### src/inc/scb_pkg.sv
// constants, field layout and state types of the synthesizer control word bank
`default_nettype none

package scb_pkg;

    localparam int WORD_W = 32;
    localparam int SEL_W = 3;
    localparam int NUM_REGS = 5;
    localparam logic [WORD_W-1:0] WORD_RESET = 32'h0000_0000;

    // selector codes
    localparam logic [SEL_W-1:0] SEL_WHOLE = 3'h0;
    localparam logic [SEL_W-1:0] SEL_LOWER = 3'h1;
    localparam logic [SEL_W-1:0] SEL_REFDIV = 3'h2;
    localparam logic [SEL_W-1:0] SEL_FUNC = 3'h3;
    localparam logic [SEL_W-1:0] SEL_BLEED = 3'h4;

    // whole and upper fraction word
    localparam int MON_LSB = 27;
    localparam int MON_W = 4;
    localparam int WHOLE_LSB = 15;
    localparam int WHOLE_W = 12;
    localparam int FINE_DIVISOR_NUMERATOR_HI_LSB = 3;
    localparam int FINE_DIVISOR_NUMERATOR_HI_W = 12;
    // lower fraction word
    localparam int FINE_DIVISOR_NUMERATOR_LO_LSB = 15;
    localparam int FINE_DIVISOR_NUMERATOR_LO_W = 13;
    // reference divider word
    localparam int SLIP_BIT = 28;
    localparam int PUMP_LSB = 24;
    localparam int PUMP_W = 4;
    localparam int PRESC_BIT = 22;
    localparam int HALV_BIT = 21;
    localparam int DOUB_BIT = 20;
    localparam int RCNT_LSB = 15;
    localparam int RCNT_W = 5;
    // function word
    localparam int SDRST_BIT = 14;
    localparam int LDP_BIT = 7;
    localparam int POL_BIT = 6;
    localparam int PD_BIT = 5;
    localparam int TRI_BIT = 4;
    localparam int CRST_BIT = 3;
    // bleed and fastlock word
    localparam int BLEED_LSB = 23;
    localparam int BLEED_W = 2;
    localparam int CLKMODE_LSB = 19;
    localparam int CLKMODE_W = 2;
    localparam int FLT_LSB = 7;
    localparam int FLT_W = 12;

    localparam logic [BLEED_W-1:0] BLEED_ON = 2'h3;
    localparam logic [CLKMODE_W-1:0] MODE_FASTLOCK = 2'h1;
    localparam logic [MON_W-1:0] MON_FASTLOCK = 4'hC;

    // lock detect run lengths in comparison cycles
    localparam int LOCK_SHORT = 24;
    localparam int LOCK_LONG = 40;
    localparam int LOCK_CNT_W = 6;

    typedef enum logic [1:0] {
        SCB_FL_IDLE = 2'b01,
        SCB_FL_WIDE = 2'b10
    } scb_fl_state_t;

endpackage : scb_pkg

`default_nettype wire

### src/design/scb_shift.sv
// serial input shift register with latch strobe capture
`default_nettype none

module scb_shift (
    // clock and reset
    input wire logic clk_sys,
    input wire logic resetn,
    // serial link
    input wire logic ser_clk,
    input wire logic ser_data,
    input wire logic latch_strobe,
    // captured word
    output logic [scb_pkg::WORD_W-1:0] word,
    output logic word_valid
);

    logic ser_clk_q;
    logic latch_q;
    logic [scb_pkg::WORD_W-1:0] sreg;

    ////////////////////////////////////////////////////////////////
    // edge history; link pins are synchronous to clk_sys
    always_ff @(posedge clk_sys or negedge resetn) begin
        if (!resetn) begin
            ser_clk_q <= 1'b0;
            latch_q <= 1'b0;
        end else begin
            ser_clk_q <= ser_clk;
            latch_q <= latch_strobe;
        end
    end

    // msb first, newest bit lands at bit 0
    always_ff @(posedge clk_sys or negedge resetn) begin
        if (!resetn) begin
            sreg <= scb_pkg::WORD_RESET;
        end else if (ser_clk && !ser_clk_q) begin
            sreg <= {sreg[scb_pkg::WORD_W-2:0], ser_data};
        end
    end

    // a bit shifted in the strobe cycle itself is not part of the word
    always_ff @(posedge clk_sys or negedge resetn) begin
        if (!resetn) begin
            word <= scb_pkg::WORD_RESET;
            word_valid <= 1'b0;
        end else begin
            word_valid <= latch_strobe && !latch_q;
            if (latch_strobe && !latch_q) begin
                word <= sreg;
            end
        end
    end
endmodule : scb_shift

`default_nettype wire

### src/design/scb_lock.sv
// digital lock detect: run of consecutive in-window comparison cycles
`default_nettype none

module scb_lock #(
    parameter int SHORT_RUN = scb_pkg::LOCK_SHORT,
    parameter int LONG_RUN = scb_pkg::LOCK_LONG
) (
    // clock and reset
    input wire logic clk_sys,
    input wire logic resetn,
    // comparison side
    input wire logic tick,
    input wire logic in_window,
    input wire logic long_sel,
    input wire logic clear,
    // status
    output logic locked
);

    localparam logic [scb_pkg::LOCK_CNT_W-1:0] SHORT_N = scb_pkg::LOCK_CNT_W'(SHORT_RUN);
    localparam logic [scb_pkg::LOCK_CNT_W-1:0] LONG_N = scb_pkg::LOCK_CNT_W'(LONG_RUN);

    logic [scb_pkg::LOCK_CNT_W-1:0] run;
    logic [scb_pkg::LOCK_CNT_W-1:0] target;

    assign target = long_sel ? LONG_N : SHORT_N;

    ////////////////////////////////////////////////////////////////
    // one miss restarts the run; run saturates at target
    always_ff @(posedge clk_sys or negedge resetn) begin
        if (!resetn) begin
            run <= '0;
            locked <= 1'b0;
        end else if (clear) begin
            run <= '0;
            locked <= 1'b0;
        end else if (tick) begin
            if (!in_window) begin
                run <= '0;
                locked <= 1'b0;
            end else if (run < target) begin
                run <= run + 1'b1;
                locked <= (run + 1'b1) >= target;
            end else begin
                locked <= 1'b1;
            end
        end
    end
endmodule : scb_lock

`default_nettype wire

### src/design/scb_bank.sv
// control word bank: five write-only words, reference path, fastlock timer
`default_nettype none

module scb_bank (
    // clock and reset
    input wire logic clk_sys,
    input wire logic resetn,
    // serial programming link
    input wire logic ser_clk,
    input wire logic ser_data,
    input wire logic latch_strobe,
    // reference and phase comparator side
    input wire logic comparison_source_input,
    input wire logic phase_in_window,
    // divisor settings
    output logic [scb_pkg::WHOLE_W-1:0] whole_divisor,
    output logic [scb_pkg::FINE_DIVISOR_NUMERATOR_HI_W+scb_pkg::FINE_DIVISOR_NUMERATOR_LO_W-1:0] fine_divisor_numerator,
    output logic prescaler_select,
    output logic modulator_reset,
    // reference path settings and comparison clock
    output logic [scb_pkg::RCNT_W-1:0] reference_count,
    output logic reference_doubler_enable,
    output logic reference_halver_enable,
    output logic comparison_tick,
    output logic comparison_half,
    // charge pump
    output logic [scb_pkg::PUMP_W-1:0] pump_current_code,
    output logic slip_assist_enable,
    output logic pump_three_state,
    output logic negative_bleed_on,
    // function controls and status
    output logic phase_polarity,
    output logic software_powerdown,
    output logic counters_held,
    output logic lock_window_precision,
    output logic lock_detect,
    // monitor and fastlock
    output logic [scb_pkg::MON_W-1:0] monitor_select,
    output logic fastlock_enabled,
    output logic [scb_pkg::FLT_W-1:0] fastlock_timer,
    output logic wideband_active,
    output logic fastlock_switch_closed
);

    localparam int RC_W = scb_pkg::RCNT_W + 1;

    logic [scb_pkg::WORD_W-1:0] word;
    logic word_valid;
    logic [scb_pkg::SEL_W-1:0] sel;
    logic [scb_pkg::WORD_W-1:0] shadow [scb_pkg::NUM_REGS];
    logic whole_wr;

    // double-buffered active copies
    logic [scb_pkg::FINE_DIVISOR_NUMERATOR_LO_W-1:0] fine_divisor_numerator_lo_act;
    logic [scb_pkg::RCNT_W-1:0] rcnt_act;
    logic doub_act;
    logic halv_act;
    logic [scb_pkg::PUMP_W-1:0] pump_act;

    // reference path state
    logic ref_q;
    logic ref_edge;
    logic [RC_W-1:0] ref_cnt;
    logic [RC_W-1:0] ratio;
    logic r_pulse;
    logic half_q;
    logic hold;

    // fastlock state
    scb_pkg::scb_fl_state_t fl_state;
    scb_pkg::scb_fl_state_t next_fl_state;
    logic [scb_pkg::FLT_W-1:0] fl_cnt;

    ////////////////////////////////////////////////////////////////
    // serial front end keeps running in power-down
    scb_shift u_shift (
        .clk_sys(clk_sys),
        .resetn(resetn),
        .ser_clk(ser_clk),
        .ser_data(ser_data),
        .latch_strobe(latch_strobe),
        .word(word),
        .word_valid(word_valid)
    );

    assign sel = word[scb_pkg::SEL_W-1:0];
    assign whole_wr = word_valid && (sel == scb_pkg::SEL_WHOLE);

    ////////////////////////////////////////////////////////////////
    // one shadow word per selector; codes 5..7 land nowhere
    for (genvar i = 0; i < scb_pkg::NUM_REGS; i++) begin : g_bank
        always_ff @(posedge clk_sys or negedge resetn) begin
            if (!resetn) begin
                shadow[i] <= scb_pkg::WORD_RESET;
            end else if (word_valid && (sel == scb_pkg::SEL_W'(i))) begin
                shadow[i] <= word;
            end
        end
    end

    ////////////////////////////////////////////////////////////////
    // buffered settings move to the active side only on a selector-000 write
    always_ff @(posedge clk_sys or negedge resetn) begin
        if (!resetn) begin
            fine_divisor_numerator_lo_act <= '0;
            rcnt_act <= '0;
            doub_act <= 1'b0;
            halv_act <= 1'b0;
            pump_act <= '0;
        end else if (whole_wr) begin
            fine_divisor_numerator_lo_act <= shadow[1][scb_pkg::FINE_DIVISOR_NUMERATOR_LO_LSB +: scb_pkg::FINE_DIVISOR_NUMERATOR_LO_W];
            rcnt_act <= shadow[2][scb_pkg::RCNT_LSB +: scb_pkg::RCNT_W];
            doub_act <= shadow[2][scb_pkg::DOUB_BIT];
            halv_act <= shadow[2][scb_pkg::HALV_BIT];
            pump_act <= shadow[2][scb_pkg::PUMP_LSB +: scb_pkg::PUMP_W];
        end
    end

    // modulator reset pulse follows the write unless the policy bit skips it
    always_ff @(posedge clk_sys or negedge resetn) begin
        if (!resetn) begin
            modulator_reset <= 1'b0;
        end else begin
            modulator_reset <= whole_wr && !shadow[3][scb_pkg::SDRST_BIT];
        end
    end

    ////////////////////////////////////////////////////////////////
    // field views of the stored words
    assign monitor_select = shadow[0][scb_pkg::MON_LSB +: scb_pkg::MON_W];
    assign whole_divisor = shadow[0][scb_pkg::WHOLE_LSB +: scb_pkg::WHOLE_W];
    assign fine_divisor_numerator = {shadow[0][scb_pkg::FINE_DIVISOR_NUMERATOR_HI_LSB +: scb_pkg::FINE_DIVISOR_NUMERATOR_HI_W],
                                     fine_divisor_numerator_lo_act};

    // reference divider word; slip assist and prescaler are not buffered
    assign slip_assist_enable = shadow[2][scb_pkg::SLIP_BIT];
    assign prescaler_select = shadow[2][scb_pkg::PRESC_BIT];
    assign reference_count = rcnt_act;
    assign reference_doubler_enable = doub_act;
    assign reference_halver_enable = halv_act;
    assign pump_current_code = pump_act;

    // function word
    assign lock_window_precision = shadow[3][scb_pkg::LDP_BIT];
    assign phase_polarity = shadow[3][scb_pkg::POL_BIT];
    assign software_powerdown = shadow[3][scb_pkg::PD_BIT];
    assign pump_three_state = shadow[3][scb_pkg::TRI_BIT] || software_powerdown;
    assign hold = shadow[3][scb_pkg::CRST_BIT] || software_powerdown;
    assign counters_held = hold;

    // bleed and fastlock word
    assign negative_bleed_on = shadow[4][scb_pkg::BLEED_LSB +: scb_pkg::BLEED_W] == scb_pkg::BLEED_ON;
    assign fastlock_enabled =
        shadow[4][scb_pkg::CLKMODE_LSB +: scb_pkg::CLKMODE_W] == scb_pkg::MODE_FASTLOCK;
    assign fastlock_timer = shadow[4][scb_pkg::FLT_LSB +: scb_pkg::FLT_W];

    ////////////////////////////////////////////////////////////////
    // active reference edge: falling only, or both with the doubler
    assign ref_edge = doub_act ? (comparison_source_input ^ ref_q)
                               : (ref_q && !comparison_source_input);
    // code zero stands for the top ratio of thirty-two
    assign ratio = (rcnt_act == '0) ? RC_W'(32) : {1'b0, rcnt_act};

    always_ff @(posedge clk_sys or negedge resetn) begin
        if (!resetn) begin
            ref_q <= 1'b0;
        end else begin
            ref_q <= comparison_source_input;
        end
    end

    // reference counter, parked at its load state while held
    always_ff @(posedge clk_sys or negedge resetn) begin
        if (!resetn) begin
            ref_cnt <= '0;
            r_pulse <= 1'b0;
        end else if (hold) begin
            ref_cnt <= '0;
            r_pulse <= 1'b0;
        end else begin
            r_pulse <= 1'b0;
            if (ref_edge) begin
                if (ref_cnt + 1'b1 >= ratio) begin
                    ref_cnt <= '0;
                    r_pulse <= 1'b1;
                end else begin
                    ref_cnt <= ref_cnt + 1'b1;
                end
            end
        end
    end

    // toggle stage halves the counter output for an even duty cycle
    always_ff @(posedge clk_sys or negedge resetn) begin
        if (!resetn) begin
            half_q <= 1'b0;
            comparison_tick <= 1'b0;
        end else if (hold) begin
            half_q <= 1'b0;
            comparison_tick <= 1'b0;
        end else begin
            if (r_pulse) begin
                half_q <= !half_q;
            end
            comparison_tick <= r_pulse && (!halv_act || half_q);
        end
    end
    assign comparison_half = half_q;

    ////////////////////////////////////////////////////////////////
    // lock detect, cleared whenever the counters are held
    scb_lock #(
        .SHORT_RUN(scb_pkg::LOCK_SHORT),
        .LONG_RUN(scb_pkg::LOCK_LONG)
    ) u_lock (
        .clk_sys(clk_sys),
        .resetn(resetn),
        .tick(comparison_tick),
        .in_window(phase_in_window),
        .long_sel(lock_window_precision),
        .clear(hold),
        .locked(lock_detect)
    );

    ////////////////////////////////////////////////////////////////
    // fastlock: a selector-000 write starts the wideband interval
    always_comb begin
        next_fl_state = fl_state;
        unique case (fl_state)
            scb_pkg::SCB_FL_IDLE: begin
                if (whole_wr && fastlock_enabled && fastlock_timer != '0) begin
                    next_fl_state = scb_pkg::SCB_FL_WIDE;
                end
            end
            scb_pkg::SCB_FL_WIDE: begin
                if (comparison_tick && fl_cnt == 12'h001) begin
                    next_fl_state = scb_pkg::SCB_FL_IDLE;
                end
            end
            default: begin
                next_fl_state = scb_pkg::SCB_FL_IDLE;
            end
        endcase
        if (hold) begin
            next_fl_state = scb_pkg::SCB_FL_IDLE;
        end
    end

    always_ff @(posedge clk_sys or negedge resetn) begin
        if (!resetn) begin
            fl_state <= scb_pkg::SCB_FL_IDLE;
        end else begin
            fl_state <= next_fl_state;
        end
    end

    // interval counted in comparison periods; a new write restarts it
    always_ff @(posedge clk_sys or negedge resetn) begin
        if (!resetn) begin
            fl_cnt <= '0;
        end else if (hold) begin
            fl_cnt <= '0;
        end else if (whole_wr && fastlock_enabled) begin
            fl_cnt <= fastlock_timer;
        end else if (comparison_tick && fl_cnt != '0) begin
            fl_cnt <= fl_cnt - 1'b1;
        end
    end

    assign wideband_active = fl_state == scb_pkg::SCB_FL_WIDE;
    // monitor pin is grounded only with the fastlock switch code selected
    assign fastlock_switch_closed = wideband_active && (monitor_select == scb_pkg::MON_FASTLOCK);
endmodule : scb_bank

`default_nettype wire

### config.mk
export PLATFORM = sky130hd
export DESIGN_NAME = scb_bank
export DESIGN_NICKNAME = d
export VERILOG_FILES = /design/src/inc/scb_pkg.sv /design/src/design/scb_shift.sv /design/src/design/scb_lock.sv /design/src/design/scb_bank.sv
export SDC_FILE = /design/constraint.sdc
export NUM_CORES = 1
export LEC_CHECK = 0
export BUFFER_PORTS_ARGS = -buffer_cell sky130_fd_sc_hd__buf_4
export CORE_UTILIZATION = 59
export CTS_BUF_LIST = sky130_fd_sc_hd__clkbuf_8 sky130_fd_sc_hd__clkbuf_16
export DETAILED_ROUTE_END_ITERATION = 8
export PLACE_DENSITY = 0.82
export SETUP_SLACK_MARGIN = 0.3
export SLEW_MARGIN = 10
export SYNTH_ARGS = -nofsm -noshare
export SYNTH_HDL_FRONTEND = slang
export SYNTH_SLANG_ARGS = --single-unit
### constraint.sdc
create_clock -name clk_sys -period 2.52 [get_ports clk_sys]
set_input_delay 0.378 -clock clk_sys [delete_from_list [all_inputs] [get_ports clk_sys]]
set_output_delay 0.378 -clock clk_sys [all_outputs]
set_load 0.01 [all_outputs]
==> impl_metrics.yaml <==
logic_synthesis:
  synth_seq_cells: 197
  synthFlopType: "dfrtp_1"
  syn-cell-area_mm2: 0.00847
  async_flop_share_pct: 100
  synth-seq-area-share_pct: 58.2
  synth.most_common_cell: "dfrtp_1"
  synth_common_cells: "dfrtp_1 (196), mux2_2 (160), buf_4 (40), a21oi_1 (21), nand2_1 (21)"
  syn_inst: 628
  ys_warn_count: 0
  synth_nets: 651
  yosysTopAreaCell: "dfrtp_1"
  synth_top_area_share_pct: 57.9
  synth_edf_count: 0
  synth_area_leaders: "dfrtp_1 (58%), mux2_2 (21%), buf_4 (3.5%), ha_1 (2.4%), a21oi_1 (1.2%)"
  postSynthAreaPerCell_um2: 13.5
  yosysUniqueCellTypes: 49
worst_setup_path:
  path_class: "reg -> reg"
  start_kind: "register"
  arrival_ns: 2.47
  crit_path_max_fanout: 6
  cp-end-kind: "register"
  crit_required_ns: 2.83
  r2r_setup_slack_ns: 0.36
cells_and_area:
  antenna_cells: 0
  multi_input_area_mm2: 0.00313
  layout.nets: 706
  register_area_mm2: 0.00493
  drive_above_1_share_pct: 44.0
  syn_to_final_growth_pct: 14.6
  nFillCells: 921
clock_network:
  cts_tree: "yes"
  clock-sinks: 197
  cts_hold_buf: 0
  insertion_delay_ns: 0.43
  cts_buffers: 17
  root_buffer: "clkbuf_16"
  path_clk_slew_ns: 0.07
  h-tree-depth: 4
  clockBufferDepth: 2
route:
  route.detailed.drc: 0
  firstDrtPassIters: 4
  drt-initial-drc-count: 287
  wirelength_mm: 16.4
  routed-via-count: 5018
  avgRoutedWirePerCell_um: 18.8
  viasPerCell: 5.73
  postRouteAntennaNets: 0
die:
  die_h_um: 122
  rows: 43
  die_area_mm2: 0.0148
  die_w_um: 122
  ioPinCount: 86
  core_mm2: 0.0139
  start_util_pct: 60.8
global_route:
  grt_max_degree: 80
  grt_overflow: 0
  grt_pass1_vias: 5202
  antenna_found_initial: 0
  groute.usage.overall_pct: 24.1
  grt_pass1_wl_mm: 26.8
timing:
  relSlewSlack_pct: 55.8
  fin_worst_skew_ns: 0.00906
  clock.fmax_ghz: 0.464
  rsz0062_at_grt: "no"
  worst_slew_pin_slew_ns: 0.662
  period_share_pct: 85.5
  setup_viol: 0
  drv_slew: 0
  hold_violations: 4
  holdWs_ns: -0.0148
  fin_setup_tns_ns: 0
  period_needed_ns: 2.16
flow_run:
  drv_cap: 0
place:
  portBuffers: 85
  dp_hpwl_mm: 11.1
  gp_congestion: 0.859
outcome:
  violations: "hold timing"
  status: "finished with violations"
power_and_ir_drop:
  p_leak_nw: 4.84
  power_density_mw_per_mm2: 805
  vdd_ir_drop_max_v: 0.000530
worst_hold_path:
  hold_path_class: "in -> async"
## where the power goes
part | leakage [nW] | switching [mW] | internal, mW | total, mW
sequential | 2.68 | 0.380 | 3.57 | 3.95
combinational | 1.89 | 0.619 | 0.701 | 1.32
clock | 0.273 | 1.16 | 1.38 | 2.54
## layer usage
| layer | vias up | part of all wire, % | global-route usage, % |
|---|---|---|---|
| li1 | 2299 | - | - |
| met1 | 2590 | 42 | 30.5 |
| met2 | 102 | 52 | 40.7 |
| met3 | 27 | 4.0 | 4.87 |
| met4 | 0 | 1.8 | 9.57 |
| met5 | - | 0 | 0 |
## timing repair
action,4_1_cts,5_1_grt
gates resized for setup,0,6
endpoints found under the setup margin,0,7
buffers inserted,0,1
endpoints found under the hold margin,0,0
## placed cells by master (no fill, tap or decap), drive strengths merged, types with 2 or more instances in the layout
cell type,Yosys,routed
nor4b,2,2
clkbuf,14,19
a211oi,2,2
nand3,9,9
clkinv,0,4
xnor2,11,11
dfrtp,196,196
nor3,9,9
nand4,4,4
inv,18,23
nor4bb,2,2
nor2,8,8
ha,16,16
a41o,2,2
nand2b,7,7
nor4,6,6
a21oi,21,21
or2,3,3
nand2,21,21
o21ai,20,20
a31oi,5,5
o211ai,2,2
buf,52,101
o21a,2,2
nor2b,5,5
or4,2,2
a22o,4,4
or3,2,2
o32ai,2,2
mux2,160,160
a21o,2,2
o41ai,2,2
clkinvlp,0,3
and2,5,5
## final timing paths
check	startpoint	end	depth (start not counted)
worst min register to register	shadow[46]	modulator_reset	1
worst min-delay path	resetn	fl_cnt[6]	1
max in group asynchronous	resetn	u_shift.word[15]	2
worst max register to register	ref_cnt[0]	ref_cnt[0]	7
worst max-delay path	ref_cnt[0]	ref_cnt[0]	7
min in group clk_sys	ser_clk	u_shift.ser_clk_q	1
## final cells by class
cell class              instances  share of cell area, %
flip-flops and latches        197                   50.8
inverters                      18                  0.696
well taps                     180                   2.32
repair buffers                102                   8.22
clock inverters                13                   1.16
clock buffers                  18                   4.53
multi-input cells             347                   32.3
## stage by stage
| stage | std cells | power [mW] | worst slack [ns] | util (%) | instance area, um2 |
|---|---|---|---|---|---|
| after global placement | 843 | 5.20 | 0.462 | 65.4 | 9120 |
| after CTS | 874 | 7.85 | 0.333 | 69.4 | 9670 |
| after floorplan | 628 | 4.78 | 0.512 | - | 8470 |
| after detailed placement | 843 | 5.31 | 0.343 | 65.4 | 9120 |
| final | 875 | 7.81 | 0.365 | 69.6 | 9700 |
| after global routing | 875 | 8.15 | 0.301 | 69.6 | 9700 |
## worst max-delay path: stages, from the launching register on
cell	delay (ns)
dfrtp_1	0.43
ha_2	0.22
nor2b_1	0.14
or2_2	0.29
ha_1	0.28
nand4_1	0.13
o211a_4	0.28
mux2_4	0.27
## sequential cells by signal, summed over array words and instances (netlist names), 2 cells and up
register / count
monitor_select: 4
u_lock.run: 6
whole_divisor: 12
reference_count: 5
fl_cnt: 12
u_shift.word: 31
fine_divisor_numerator_lo_act: 13
u_shift.sreg: 31
fl_state: 2
ref_cnt: 6
fine_divisor_numerator: 12
pump_current_code: 4
shadow: 31
fastlock_timer: 12
## logic make-up after synthesis
logic type      after synthesis  share of synthesized area, %
xor+xnor                     12                          1.24
buf+inv                      84                          5.62
fa+ha+maj                    16                          2.36
flops                       197                          58.2
mux                         161                          21.4
simple gates                 88                          5.68
compound gates               70                          5.45
Power figures use the tool's default switching activity.
